### src/inc/cgfm_defines.vh
`ifndef CGFM_DEFINES_VH
`define CGFM_DEFINES_VH

// Core clock rate
`define CGFM_CLK_HZ        100000000

// Reference timer rate, must lie in 10 kHz .. 100 kHz
`define CGFM_REF_MIN_HZ    10000
`define CGFM_REF_MAX_HZ    100000
`define CGFM_REF_HZ        50000
`define CGFM_REF_CYCLES    (`CGFM_CLK_HZ / `CGFM_REF_HZ)
`define CGFM_REF_CNT_W     11

// Local memory bus rates; 64 MHz crystal divided by 16 gives 4 MHz
`define CGFM_XTAL_HZ       64000000
`define CGFM_MB_SLOW_HZ    4000000
`define CGFM_MB_FAST_HZ    6000000
`define CGFM_MB_SLOW_CYC   (`CGFM_CLK_HZ / `CGFM_MB_SLOW_HZ)
`define CGFM_MB_FAST_CYC   (`CGFM_CLK_HZ / `CGFM_MB_FAST_HZ)
`define CGFM_MB_CNT_W      5

// Monitored clock positions in the failure vector
`define CGFM_NUM_CLK       4
`define CGFM_IDX_SYS_BUS   0
`define CGFM_IDX_OSC       1
`define CGFM_IDX_RX        2
`define CGFM_IDX_PHY_XTAL  3

// Supervisor states, one-hot
`define CGFM_ST_RUN        3'h1
`define CGFM_ST_DRAIN      3'h2
`define CGFM_ST_SLOW       3'h4

`endif

### src/verilog/cgfm_edge_mon.v
`include "cgfm_defines.vh"

// Transition detector for one foreign clock, sampled by three flip-flops.
// A change counts only once the second and third stages agree, so a
// metastable first stage never reaches the flag.
module cgfm_edge_mon
(
  input  wire clk,
  input  wire rst,
  input  wire clk_in,
  input  wire period_end,
  output reg  seen
);

  reg sync_a;
  reg sync_b;
  reg sync_c;
  reg stable;

  wire change = (sync_b == sync_c) && (sync_c != stable);

  always @(posedge clk)
  begin
    if (rst)
    begin
      sync_a <= 1'b0;
      sync_b <= 1'b0;
      sync_c <= 1'b0;
      stable <= 1'b0;
      seen   <= 1'b0;
    end
    else
    begin
      sync_a <= clk_in;
      sync_b <= sync_a;
      sync_c <= sync_b;
      if (change)
        stable <= sync_c;
      // A transition in the closing cycle opens the next period as seen
      if (change)
        seen <= 1'b1;
      else if (period_end)
        seen <= 1'b0;
    end
  end

endmodule

### src/verilog/cgfm_top.v
// Summary of operation
// - Enter slow-clock mode if a watched clock stays still one period.
// - Reference timer runs somewhere between 10 kHz and 100 kHz.
// - Watch system-bus, oscillator, receive and PHY crystal clocks.
// - Slow mode swaps in a slow free-running clock; low-power reset held.
// - Generate both local memory-bus clocks and internal clock enables.
// - Memory bus runs at 4 MHz, optionally at 6.25 MHz (16 core cycles).
// - System-bus clock failure aborts DMA at once, else DMA completes first.
`include "cgfm_defines.vh"

module cgfm_top
(
  input  wire       clk,
  input  wire       rst,
  input  wire       system_bus_clock_in,
  input  wire       oscillator_clock_in,
  input  wire       receive_clock_in,
  input  wire       phy_crystal_clock_in,
  input  wire       mem_bus_fast,
  input  wire       dma_active,
  input  wire       host_reinit,
  output reg        mem_bus_clock_one,
  output reg        mem_bus_clock_two,
  output reg        slow_clock,
  output reg        ref_tick,
  output reg        core_clk_en,
  output reg  [3:0] clock_failed,
  output reg        slow_mode,
  output reg        device_reset,
  output reg        dma_abort
);

  localparam integer               REF_LAST_N = `CGFM_REF_CYCLES - 1;
  localparam integer               MB_SLOW_N  = `CGFM_MB_SLOW_CYC;
  localparam integer               MB_FAST_N  = `CGFM_MB_FAST_CYC;
  localparam [`CGFM_REF_CNT_W-1:0] REF_LAST = REF_LAST_N[`CGFM_REF_CNT_W-1:0];
  localparam [`CGFM_MB_CNT_W-1:0]  MB_SLOW  = MB_SLOW_N[`CGFM_MB_CNT_W-1:0];
  localparam [`CGFM_MB_CNT_W-1:0]  MB_FAST  = MB_FAST_N[`CGFM_MB_CNT_W-1:0];
  localparam [2:0]                 ST_RUN   = `CGFM_ST_RUN;
  localparam [2:0]                 ST_DRAIN = `CGFM_ST_DRAIN;
  localparam [2:0]                 ST_SLOW  = `CGFM_ST_SLOW;

  reg  [`CGFM_REF_CNT_W-1:0] ref_cnt;
  reg  [`CGFM_MB_CNT_W-1:0]  mb_cnt;
  reg  [2:0]                 state;
  reg  [2:0]                 next_state;
  reg  [3:0]                 fail_latch;
  wire [3:0]                 clk_pins;
  wire [3:0]                 seen;
  wire                       period_end;
  wire [`CGFM_MB_CNT_W-1:0]  mb_period;
  wire [`CGFM_MB_CNT_W-1:0]  mb_half;
  wire [`CGFM_MB_CNT_W-1:0]  mb_quarter;
  wire [`CGFM_MB_CNT_W-1:0]  mb_three_q;
  wire [3:0]                 fail_now;
  wire                       any_fail;
  wire                       next_slow_clock;

  assign clk_pins[`CGFM_IDX_SYS_BUS]  = system_bus_clock_in;
  assign clk_pins[`CGFM_IDX_OSC]      = oscillator_clock_in;
  assign clk_pins[`CGFM_IDX_RX]       = receive_clock_in;
  assign clk_pins[`CGFM_IDX_PHY_XTAL] = phy_crystal_clock_in;

  // Reference timer: one period of REF_CYCLES core cycles (50 kHz)
  assign period_end = (ref_cnt == REF_LAST);

  always @(posedge clk)
  begin
    if (rst)
    begin
      ref_cnt  <= {`CGFM_REF_CNT_W{1'b0}};
      ref_tick <= 1'b0;
    end
    else
    begin
      ref_tick <= period_end;
      if (period_end)
        ref_cnt <= {`CGFM_REF_CNT_W{1'b0}};
      else
        ref_cnt <= ref_cnt + 1'b1;
    end
  end

  // Inputs above half the core rate alias and may look stopped
  genvar i;
  generate
    for (i = 0; i < `CGFM_NUM_CLK; i = i + 1)
    begin : g_mon
      cgfm_edge_mon u_mon
      (
        .clk        (clk),
        .rst        (rst),
        .clk_in     (clk_pins[i]),
        .period_end (period_end),
        .seen       (seen[i])
      );
    end
  endgenerate

  // A flag still clear at the period end means no transition all period
  assign fail_now = period_end ? ~seen : 4'h0;
  assign any_fail = |fail_now;

  always @*
  begin
    next_state = state;
    case (state)
      ST_RUN:
      begin
        if (any_fail && (fail_now[`CGFM_IDX_SYS_BUS] || !dma_active))
          next_state = ST_SLOW;
        else if (any_fail)
          next_state = ST_DRAIN;
      end
      ST_DRAIN:
      begin
        if (!dma_active || fail_now[`CGFM_IDX_SYS_BUS])
          next_state = ST_SLOW;
      end
      ST_SLOW:
      begin
        // Held until the host reinitializes the device
        if (host_reinit)
          next_state = ST_RUN;
      end
      default:
        next_state = ST_SLOW;
    endcase
  end

  always @(posedge clk)
  begin
    if (rst)
    begin
      state        <= ST_RUN;
      fail_latch   <= 4'h0;
      clock_failed <= 4'h0;
      slow_mode    <= 1'b0;
      device_reset <= 1'b0;
      dma_abort    <= 1'b0;
    end
    else
    begin
      state <= next_state;
      if (state == ST_SLOW && host_reinit)
        fail_latch <= fail_now;
      else
        fail_latch <= fail_latch | fail_now;
      if (state == ST_SLOW && host_reinit)
        clock_failed <= fail_now;
      else
        clock_failed <= fail_latch | fail_now;
      slow_mode    <= (next_state == ST_SLOW);
      device_reset <= (next_state == ST_SLOW);
      // Abort only when the system-bus clock itself is the failed one
      dma_abort <= dma_active && fail_now[`CGFM_IDX_SYS_BUS] &&
                   (state != ST_SLOW);
    end
  end

  // Memory-bus divider; 6 MHz rounds down to a whole count of 16 core cycles
  assign mb_period  = mem_bus_fast ? MB_FAST : MB_SLOW;
  assign mb_half    = {1'b0, mb_period[`CGFM_MB_CNT_W-1:1]};
  assign mb_quarter = {2'b00, mb_period[`CGFM_MB_CNT_W-1:2]};
  assign mb_three_q = mb_half + mb_quarter;

  // Bus clocks take the new slow level (clock two its inverse) so they never lag it by a cycle
  assign next_slow_clock = period_end ? ~slow_clock : slow_clock;

  always @(posedge clk)
  begin
    if (rst)
    begin
      mb_cnt            <= {`CGFM_MB_CNT_W{1'b0}};
      mem_bus_clock_one <= 1'b0;
      mem_bus_clock_two <= 1'b0;
      slow_clock        <= 1'b0;
      core_clk_en       <= 1'b0;
    end
    else
    begin
      if (mb_cnt >= mb_period - 1'b1)
        mb_cnt <= {`CGFM_MB_CNT_W{1'b0}};
      else
        mb_cnt <= mb_cnt + 1'b1;
      // Slow clock runs free from the reference timer, even in slow mode
      slow_clock <= next_slow_clock;
      if (next_state == ST_SLOW)
      begin
        mem_bus_clock_one <= next_slow_clock;
        mem_bus_clock_two <= ~next_slow_clock;
        core_clk_en       <= period_end;
      end
      else
      begin
        // Second clock lags the first by a quarter period
        mem_bus_clock_one <= (mb_cnt < mb_half);
        mem_bus_clock_two <= (mb_cnt >= mb_quarter) &&
                             (mb_cnt < mb_three_q);
        core_clk_en       <= 1'b1;
      end
    end
  end

endmodule

### config.mk
export PLATFORM = sky130hd
export DESIGN_NAME = cgfm_top
export DESIGN_NICKNAME = d
export VERILOG_FILES = /design/src/verilog/cgfm_edge_mon.v /design/src/verilog/cgfm_top.v
export VERILOG_INCLUDE_DIRS = /design/src /design/src/inc
export SDC_FILE = /design/constraint.sdc
export NUM_CORES = 1
export LEC_CHECK = 0
export BUFFER_PORTS_ARGS = -buffer_cell sky130_fd_sc_hd__buf_2
export CAP_MARGIN = 5
export CORE_MARGIN = 8
export CORE_UTILIZATION = 40
export DETAILED_ROUTE_END_ITERATION = 12
export GPL_ROUTABILITY_DRIVEN = 0
export HOLD_SLACK_MARGIN = 0.12
export SYNTH_ARGS = -nofsm -noshare
export SYNTH_HDL_FRONTEND = slang
export SYNTH_HIERARCHICAL = 1
export SYNTH_SLANG_ARGS = --single-unit
### constraint.sdc
create_clock -name clk -period 2.4 [get_ports clk]
set_input_delay 0.48 -clock clk [delete_from_list [all_inputs] [get_ports clk]]
set_output_delay 0.48 -clock clk [all_outputs]
set_load 0.01 [all_outputs]
# Yosys cells after proc, flatten, opt, wreduce, memory -nomap -nowiden
# Index checks and enable logic that the tools add are counted.
[word_totals]
regBits = 50
in_bits = 9
out_inout_bits = 12
elab_cells = 92
[classes]
addsub = 4
order_cmp = 4
n_eq_ne = 14
muxes = 17
bitwise_logic = 4
n_reduce_logical = 18
[op_table]
columns = ["op", "n"]
rows = [
  ["two-way mux 3 bit", 4],
  ["two-way mux 4 bit", 3],
  ["adder 11 x 1 -> 11 bit (second input constant)", 1],
  ["equality test 11 bit (second input constant)", 1],
  ["logical AND 1 bit", 9],
  ["two-way mux 1 bit", 9],
  ["case mux 3 bit (3 select lines)", 1],
  ["nonzero test 2 bit", 4],
  ["equality test 3 bit (second input constant)", 2],
  ["adder 4 x 3 -> 5 bit", 1],
  ["adder 5 x 1 -> 5 bit (second input constant)", 1],
  ["greater-or-equal comparator 5 x 3 -> 1 bit", 1],
  ["greater-or-equal comparator 5 bit", 1],
  ["less-than comparator 5 x 4 -> 1 bit", 1],
  ["less-than comparator 5 bit", 1],
  ["subtractor 5 x 1 -> 5 bit (second input constant)", 1],
  ["equality test 1 bit", 4],
  ["inequality test 1 bit", 4],
  ["inverter 4 bit", 1],
  ["OR 4 bit", 1],
  ["OR reduction 2 bit", 2],
  ["OR reduction 4 bit", 1],
  ["equality test 3 x 1 -> 1 bit (second input constant)", 1],
  ["equality test 3 x 2 -> 1 bit (second input constant)", 1],
  ["other kinds (4)", 5],
]

# Depth between registers and ports, before layout
# Gate-level depths: netlist of the first run.
[depth]
depth_word = 8
ltp_mapped = 7
mapped_depth_nobuf = 7

# Modules after synthesis
# The synthesis of the first run kept the hierarchy.
[modules_own_cells]
columns = ["module", "n_inst", "cells_per_inst", "area_per_inst_um2", "seq_area_each_um2"]
rows = [
  ["cgfm_top", 1, 146, 1348.8, 600.6],
  ["cgfm_edge_mon", 4, 15, 161.4, 100.1],
]

# Worst setup path before layout of the first run
# Ideal clock, no wire load.
[synth_path]
path_kind = "reg-to-reg"
startpoint = "register ref_cnt[0]"
endpoint = "register mem_bus_clock_one"
t_arrival_ns = 1.701
slack_ns = 0.577
stages_incl_launch_ff = 7
path_buffers = 0
period_less_slack_ns = 1.823
path_cell_list = "dfxtp_1 -> ha_1 -> and3_4 -> and4b_4 -> o41a_1 -> and2_4 -> mux2_4"
[synth_between]
elab_chain_cells = 8
elab_cells_between_ends = 12
cone_classes = "eq/ne: 2; mux: 7; reduce/logical: 3"
[synth_rtl]
columns = ["element", "line_no", "text"]
rows = [
  ["from (decl)", "cgfm_top.v:43", "reg [`CGFM_REF_CNT_W-1:0] ref_cnt;"],
  ["from (signal assigned)", "cgfm_top.v:71", "ref_cnt <= {`CGFM_REF_CNT_W{1'b0}};"],
  ["from (signal assigned)", "cgfm_top.v:78", "ref_cnt <= {`CGFM_REF_CNT_W{1'b0}};"],
  ["from (signal assigned)", "cgfm_top.v:80", "ref_cnt <= ref_cnt + 1'b1;"],
  ["equality test 11 bit *", "cgfm_top.v:65", "assign period_end = (ref_cnt == REF_LAST);"],
  ["two-way mux 4 bit", "cgfm_top.v:101", "assign fail_now = period_end ? ~seen : 4'h0;"],
  ["OR reduction 4 bit / logical OR 1 bit (equally long branches)", "cgfm_top.v:102, cgfm_top.v:110, cgfm_top.v:117", ""],
  ["two-way mux 3 bit / logical AND 1 bit (equally long branches)", "cgfm_top.v:112, cgfm_top.v:110", ""],
  ["two-way mux 3 bit", "cgfm_top.v:110", "if (any_fail && (fail_now[`CGFM_IDX_SYS_BUS] || !dma_active))"],
  ["case mux 3 bit (3 select lines)", "cgfm_top.v:107", "case (state)"],
  ["equality test 3 bit", "cgfm_top.v:188", "if (next_state == ST_SLOW)"],
  ["two-way mux 1 bit *", "cgfm_top.v:188", ""],
  ["to (signal assigned)", "cgfm_top.v:190", "mem_bus_clock_one <= next_slow_clock;"],
  ["to (signal assigned)", "cgfm_top.v:197", "mem_bus_clock_one <= (mb_cnt < mb_half);"],
  ["to (decl)", "cgfm_top.v:22", "output reg mem_bus_clock_one,"],
]
# Every way passes the cells marked *; elsewhere a longest branch is shown, timed or not.
# A chain may end at the register's enable or synchronous reset.

# Worst setup path after layout of the first run
[layout_path]
startpoint = "register ref_cnt[0]"
endpoint = "register mem_bus_clock_two"
[layout_between]
elab_chain_cells = 8
elab_cells_between_ends = 13
cone_classes = "eq/ne: 2; mux: 7; bitwise: 1; reduce/logical: 3"
[layout_rtl]
columns = ["element", "line_no", "text"]
rows = [
  ["equality test 11 bit *", "cgfm_top.v:65", ""],
  ["two-way mux 4 bit", "cgfm_top.v:101", ""],
  ["OR reduction 4 bit / logical OR 1 bit (equally long branches)", "cgfm_top.v:102, cgfm_top.v:110, cgfm_top.v:117", ""],
  ["two-way mux 3 bit / logical AND 1 bit (equally long branches)", "cgfm_top.v:112, cgfm_top.v:110", ""],
  ["two-way mux 3 bit", "cgfm_top.v:110", ""],
  ["case mux 3 bit (3 select lines)", "cgfm_top.v:107", ""],
  ["equality test 3 bit", "cgfm_top.v:188", ""],
  ["two-way mux 1 bit *", "cgfm_top.v:188", ""],
  ["to (signal assigned)", "cgfm_top.v:191", "mem_bus_clock_two <= ~next_slow_clock;"],
  ["to (signal assigned)", "cgfm_top.v:198", "mem_bus_clock_two <= (mb_cnt >= mb_quarter) &&"],
  ["to (decl)", "cgfm_top.v:23", "output reg mem_bus_clock_two,"],
]
# Marked as above.

==> flow_summary.yaml, run 1 <==
status:
  status: "completed"
sta:
  fin_ws_ps: 515
  tns_ps: 0
  maxSlewViolCount: 0
  relSlewSlack: 0.723
  tightest_slew_ps: 406
  finalSetupViolations: 0
  hold_violations: 0
  clock_skew_ps: 7.33
  finalCriticalPeriod_ps: 1890
  post-route-period-util: 0.785
  rsz0062_at_grt: "no"
  max_freq_mhz: 530
yosys:
  synth-compound-area-share: 0.0910
  ys_types: 36
  ys_warn_count: 6
  async_flop_share: 0
  avgSynthCellArea_sq_um: 9.68
  synth_top_family_by_area: "simple AND/OR/NAND/NOR gates"
  muxShareOfSynthArea: 0.0151
  syn_area_sq_um: 1990
  post_synth_xor_area_fraction: 0.0571
  netlist_instances: 206
  synth_simple_gate_area_frac: 0.250
  ys_ff_latch: 50
  synth_ff_type: "dfxtp_1"
  synth-edff-count: 0
  synthesis.nets: 224
  synth_fa_ha_area_frac: 0.0565
  synth_seq_area_share: 0.502
finish:
  fin_nets: 248
  layout_commonest_cell: "dfxtp_1"
  drive_gt1_frac: 0.148
  synthToLayoutAreaGrowth_pct: 12.5
  final_cell_mix: "dfxtp_1 (50), nor2_1 (28), buf_2 (20), nor2b_1 (15), nand2_1 (11)"
  diodes: 0
placement:
  hpwl_mm: 2.29
  dp_slack_ps: 410
  io_buffers: 20
critical_path:
  cp_cell_sequence: "ha_1 > and3_4 > and4b_4 > o41a_1 > and2_4 > mux2_4"
  crit_slowest_cell: "o41a_1"
  path_class: "register to register"
  slowest_delay_ps: 380
  cp.arrival_ps: 2070
  worstPathMaxFanout: 4
  critPathBufInv: 0
  crit_required_ps: 2590
  critPathLaunchType: "register"
  cp-end-kind: "register"
  path_delay_family: "simple AND/OR/NAND/NOR gates"
  rrSetupSlack_ps: 510
  crit_cells: 6
  r2r_cells: 6
floorplan:
  pin_count: 21
  dieArea_sq_um: 7500
  die_y_um: 86.6
  start_util: 0.419
  dieWidth_um: 86.6
  rows: 25
  core_sq_um: 4750
grt:
  grt_pass1_wl_mm: 5.58
  grt_max_degree: 25
  track_usage: 0.0920
  grt-ovfl-total: 0
  grt_pass1_vias: 1244
  grt_antenna_before_repair: 0
clocking:
  clk_pin_slew_worst_paths_ps: 80
  cts-buffers-inserted: 5
  clockBufferDepth: 2
  clock_sinks: 50
  cts_resized: 0
  htree_levels: 2
  cts_hold_buf: 0
  clkLatencyLatePin_ps: 290
  cts_tree: "done"
  cts_setup_buffers: 0
  root_buffer: "clkbuf_8"
route:
  drt_first_pass_iters: 4
  avgRoutedWirePerCell_um: 10.8
  num_vias: 1381
  wl_mm: 3.21
  antenna_left: 0
  drtIter0Drc: 65
  via_per_inst: 4.65
  drt_drc_violations_left: 0
flow_run:
  maxCapViolCount: 0
min_path:
  hold_depth: 2
  hold_class: "input pin to register"
power_and_ir_drop:
  p_leak_nw: 0.905
  p_per_area_nw_per_um2: 642
  ir_drop_mv: 0.285
flip-flops by register name, summed over array words and instances, names as in the netlist, 3 cells and up:
name / flops
g_mon.u_mon/sync_c: 4
fail_latch: 4
ref_cnt: 11
state: 3
g_mon.u_mon/seen: 4
g_mon.u_mon/sync_a: 4
g_mon.u_mon/sync_b: 4
g_mon.u_mon/stable: 4
mb_cnt: 5
area by class of cell:
class	count	area (sq um)
multi-input combinational	142	937
inverter	10	37.5
tap	67	83.8
clock buffer	7	76.3
timing repair buffer	21	108
sequential	50	1000
fill	470	2510
final timing paths:
path	start	end
min reg2reg	g_mon[1].u_mon/sync_a$_SDFF_PP0_	g_mon[1].u_mon/sync_b$_SDFF_PP0_
min	receive_clock_in	g_mon[2].u_mon/sync_a$_SDFF_PP0_
max reg2reg	ref_cnt[0]$_SDFF_PP0_	mem_bus_clock_two$_SDFF_PP0_
max	ref_cnt[0]$_SDFF_PP0_	mem_bus_clock_two$_SDFF_PP0_
cell usage after synthesis (2+ instances only):
master | instances | share of area
nor2b_1 | 15 | 0.047
clkbuf_1 | 3 | 0.0056
nor3b_1 | 3 | 0.011
a2111oi_0 | 2 | 0.0088
a31oi_1 | 4 | 0.013
nor2_1 | 28 | 0.053
xor2_1 | 4 | 0.018
and3_1 | 3 | 0.0094
dfxtp_1 | 50 | 0.50
nand2_1 | 11 | 0.021
or3b_1 | 4 | 0.018
o21ai_0 | 7 | 0.018
nand3_1 | 3 | 0.0075
mux2_4 | 2 | 0.015
nand3b_1 | 4 | 0.015
a21oi_1 | 10 | 0.025
inv_1 | 9 | 0.017
a211oi_1 | 2 | 0.0075
xnor2_1 | 9 | 0.040
nand2b_1 | 9 | 0.028
ha_1 | 9 | 0.056
kinds of logic (layout without fill, tap and decap cells):
logic type	after synthesis	in the layout
adder cells (fa/ha/maj)	9	9
buffers and inverters	14	38
multiplexers	2	2
flip-flops	50	50
XOR/XNOR	13	13
AND/OR/NAND/NOR	89	89
AO/OA/AOI/OAI	29	29
stage by stage:
step	hold slack, ps	instances	instance area [sq um]	utilization	power, mW
3_3_place_gp	420	290	2170	0.456	1.01
6_report	396	297	2240	0.472	1.44
3_5_place_dp	425	290	2170	0.456	1.01
5_1_grt	390	297	2240	0.472	1.52
2_1_floorplan	413	206	1990	-	0.977
4_1_cts	387	297	2240	0.472	1.46
where the power goes:
| group | internal [mW] | switching (mW) |
|---|---|---|
| Clock | 0.201 | 0.246 |
| Sequential | 0.859 | 0.0196 |
| Combinational | 0.0571 | 0.0570 |
| Total | 1.12 | 0.323 |
worst reg2reg max path, stage by stage, from the launching register on:
cell,delay [ps]
dfxtp_1,330
ha_1,220
and3_4,210
and4b_4,200
o41a_1,380
and2_4,170
mux2_4,290
metal layers:
metal | global-route usage | vias to the layer above | share of wire
li1 | - | 743 | -
met3 | 0.0331 | 5 | 0.047
met4 | 0.0376 | 0 | 0.012
met2 | 0.132 | 24 | 0.40
met1 | 0.121 | 609 | 0.54
met5 | 0 | - | 0
Note: power is estimated with default switching activity, not from simulation.
==> run 2: changes to the inputs <==
==> constraint.sdc (replaced) <==
create_clock -name clk -period 1.94 [get_ports clk]
set_input_delay 0.388 -clock clk [delete_from_list [all_inputs] [get_ports clk]]
set_output_delay 0.388 -clock clk [all_outputs]
set_load 0.01 [all_outputs]
==> run 2 against run 1 <==
Against the previous run:
- clock skew increased by 0.58 ps
- sequential cell count stayed put
- largest cell class unchanged
- routed wire length up 5.3%
==> flow_summary.yaml, run 2 (synthesis results as in run 1) <==
grt:
  grt_max_degree: 22
  grt_antenna_before_repair: 0
  gr-usage-met1: 0.122
  track_usage: 0.0964
  grt.busiest_layer: "met2"
  grt-ovfl-total: 0
  globalRouteMet3Util: 0.0491
  grt_pass1_wl_mm: 5.75
  grt_util_met2: 0.135
  grt_pass1_vias: 1295
route:
  num_vias: 1395
  drt_drc_violations_left: 0
  drtIter0Drc: 54
  wl_mm: 3.38
  via_per_inst: 4.60
  drt_first_pass_iters: 4
  antenna_left: 0
  avgRoutedWirePerCell_um: 11.2
sta:
  relSlewSlack: 0.697
  post-route-period-util: 0.940
  hold_violations: 0
  clock_skew_ps: 7.92
  maxSlewViolCount: 0
  tns_ps: 0
  finalSetupViolations: 0
  tightest_slew_ps: 443
  whs_ps: 296
  finalCriticalPeriod_ps: 1820
  max_freq_mhz: 548
  rsz0062_at_grt: "no"
clocking:
  htree_levels: 2
  clkLatencyLatePin_ps: 300
  clock_sinks: 50
  clk_pin_slew_worst_paths_ps: 90
  cts-buffers-inserted: 5
  root_buffer: "clkbuf_8"
  clockBufferDepth: 2
  cts_hold_buf: 0
  cts_tree: "done"
power_and_ir_drop:
  p_leak_nw: 0.939
  seqPwrFrac: 0.589
  intPower_mw: 1.42
  ir_drop_mv: 0.515
  power_frac_comb: 0.081
  pwr-share-clk: 0.330
  p_switching_uw: 417
  p_per_area_nw_per_um2: 802
  switching_share: 0.227
  total_power_mw: 1.84
status:
  status: "completed"
placement:
  hpwl_mm: 2.44
  dpl-instance-area_sq_um: 2200
  io_buffers: 20
finish:
  diodes: 0
  largestRegisters: "ref_cnt x11, mb_cnt x5"
  finalInstanceArea_sq_um: 2300
  regMostFlops: "ref_cnt"
  synthToLayoutAreaGrowth_pct: 15.2
  largest_reg_flops: 11
  fillers: 491
  layout_commonest_cell: "dfxtp_1"
  fin_nets: 253
  final_cell_mix: "dfxtp_1 (49), nor2_1 (28), buf_2 (20), nor2b_1 (15), nand2_1 (11)"
  drive_gt1_frac: 0.178
critical_path:
  path_class: "register to register"
  cp.arrival_ps: 2020
  slowest_delay_ps: 330
  cp_cell_sequence: "ha_1 > and3_4 > and4b_4 > o41a_1 > and2_4 > mux2_4"
  path_delay_family: "simple AND/OR/NAND/NOR gates"
  critPathLaunchType: "register"
  critPathBufInv: 0
  crit_required_ps: 2140
  crit_slowest_cell: "dfxtp_2"
  worstPathMaxFanout: 4
  cp-end-kind: "register"
floorplan:
  rows: 25
  start_util: 0.419
  die_y_um: 86.6
  dieArea_sq_um: 7500
  dieWidth_um: 86.6
  core_sq_um: 4750
  pin_count: 21
flow_run:
  maxCapViolCount: 0
min_path:
  hold_class: "input pin to register"
-- run 2: per-stage QoR --
step | setup slack [ps] | std cells | utilization
finish | 116 | 303 | 0.483
global route | 47.5 | 303 | 0.483
CTS | 54.2 | 303 | 0.483
detailed placement | 48.1 | 295 | 0.464
global placement | 80.3 | 295 | 0.464
floorplan | 117 | 206 | -
-- run 2: area by class of cell --
type,instances,area (sq um),share of cell area
Clock buffer,7,86.3,0.0376
Clock inverter,1,5.00,0.00218
Inverter,10,37.5,0.0163
Multi-Input combinational cell,142,937,0.408
Sequential cell,50,1000,0.436
Tap cell,67,83.8,0.0365
Timing Repair Buffer,26,145,0.0632
-- run 2: per-layer routing --
| metal | up-vias | part of all wire |
|---|---|---|
| li1 | 752 | - |
| met1 | 621 | 0.52 |
| met2 | 20 | 0.41 |
| met3 | 2 | 0.065 |
| met4 | 0 | 0.0050 |
| met5 | - | 0 |
-- run 2: final timing paths --
path                                            start                                to  slack, ps  depth (start not counted)
worst max-delay path            ref_cnt[0]$_SDFF_PP0_      mem_bus_clock_one$_SDFF_PP0_        120                          6
worst min-delay path              oscillator_clock_in  g_mon[1].u_mon/sync_a$_SDFF_PP0_        300                          2
worst max register to register  ref_cnt[0]$_SDFF_PP0_      mem_bus_clock_one$_SDFF_PP0_        120                          6
worst min register to register  ref_cnt[0]$_SDFF_PP0_             ref_cnt[0]$_SDFF_PP0_        420                          1
-- run 2: timing repair --
action | 4_1_cts | 5_1_grt
setup endpoints to repair | 0 | 2
resized for setup | 0 | 1
buffers inserted | 0 | 0
-- run 2: power by group through the flow --
stage,clock network [mW],registers (mW),logic [mW]
finish,0.608,1.09,0.148
floorplan,0,1.11,0.0976
CTS,0.634,1.08,0.151
global route,0.683,1.09,0.170
global placement,0,1.11,0.148
detailed placement,0,1.11,0.151
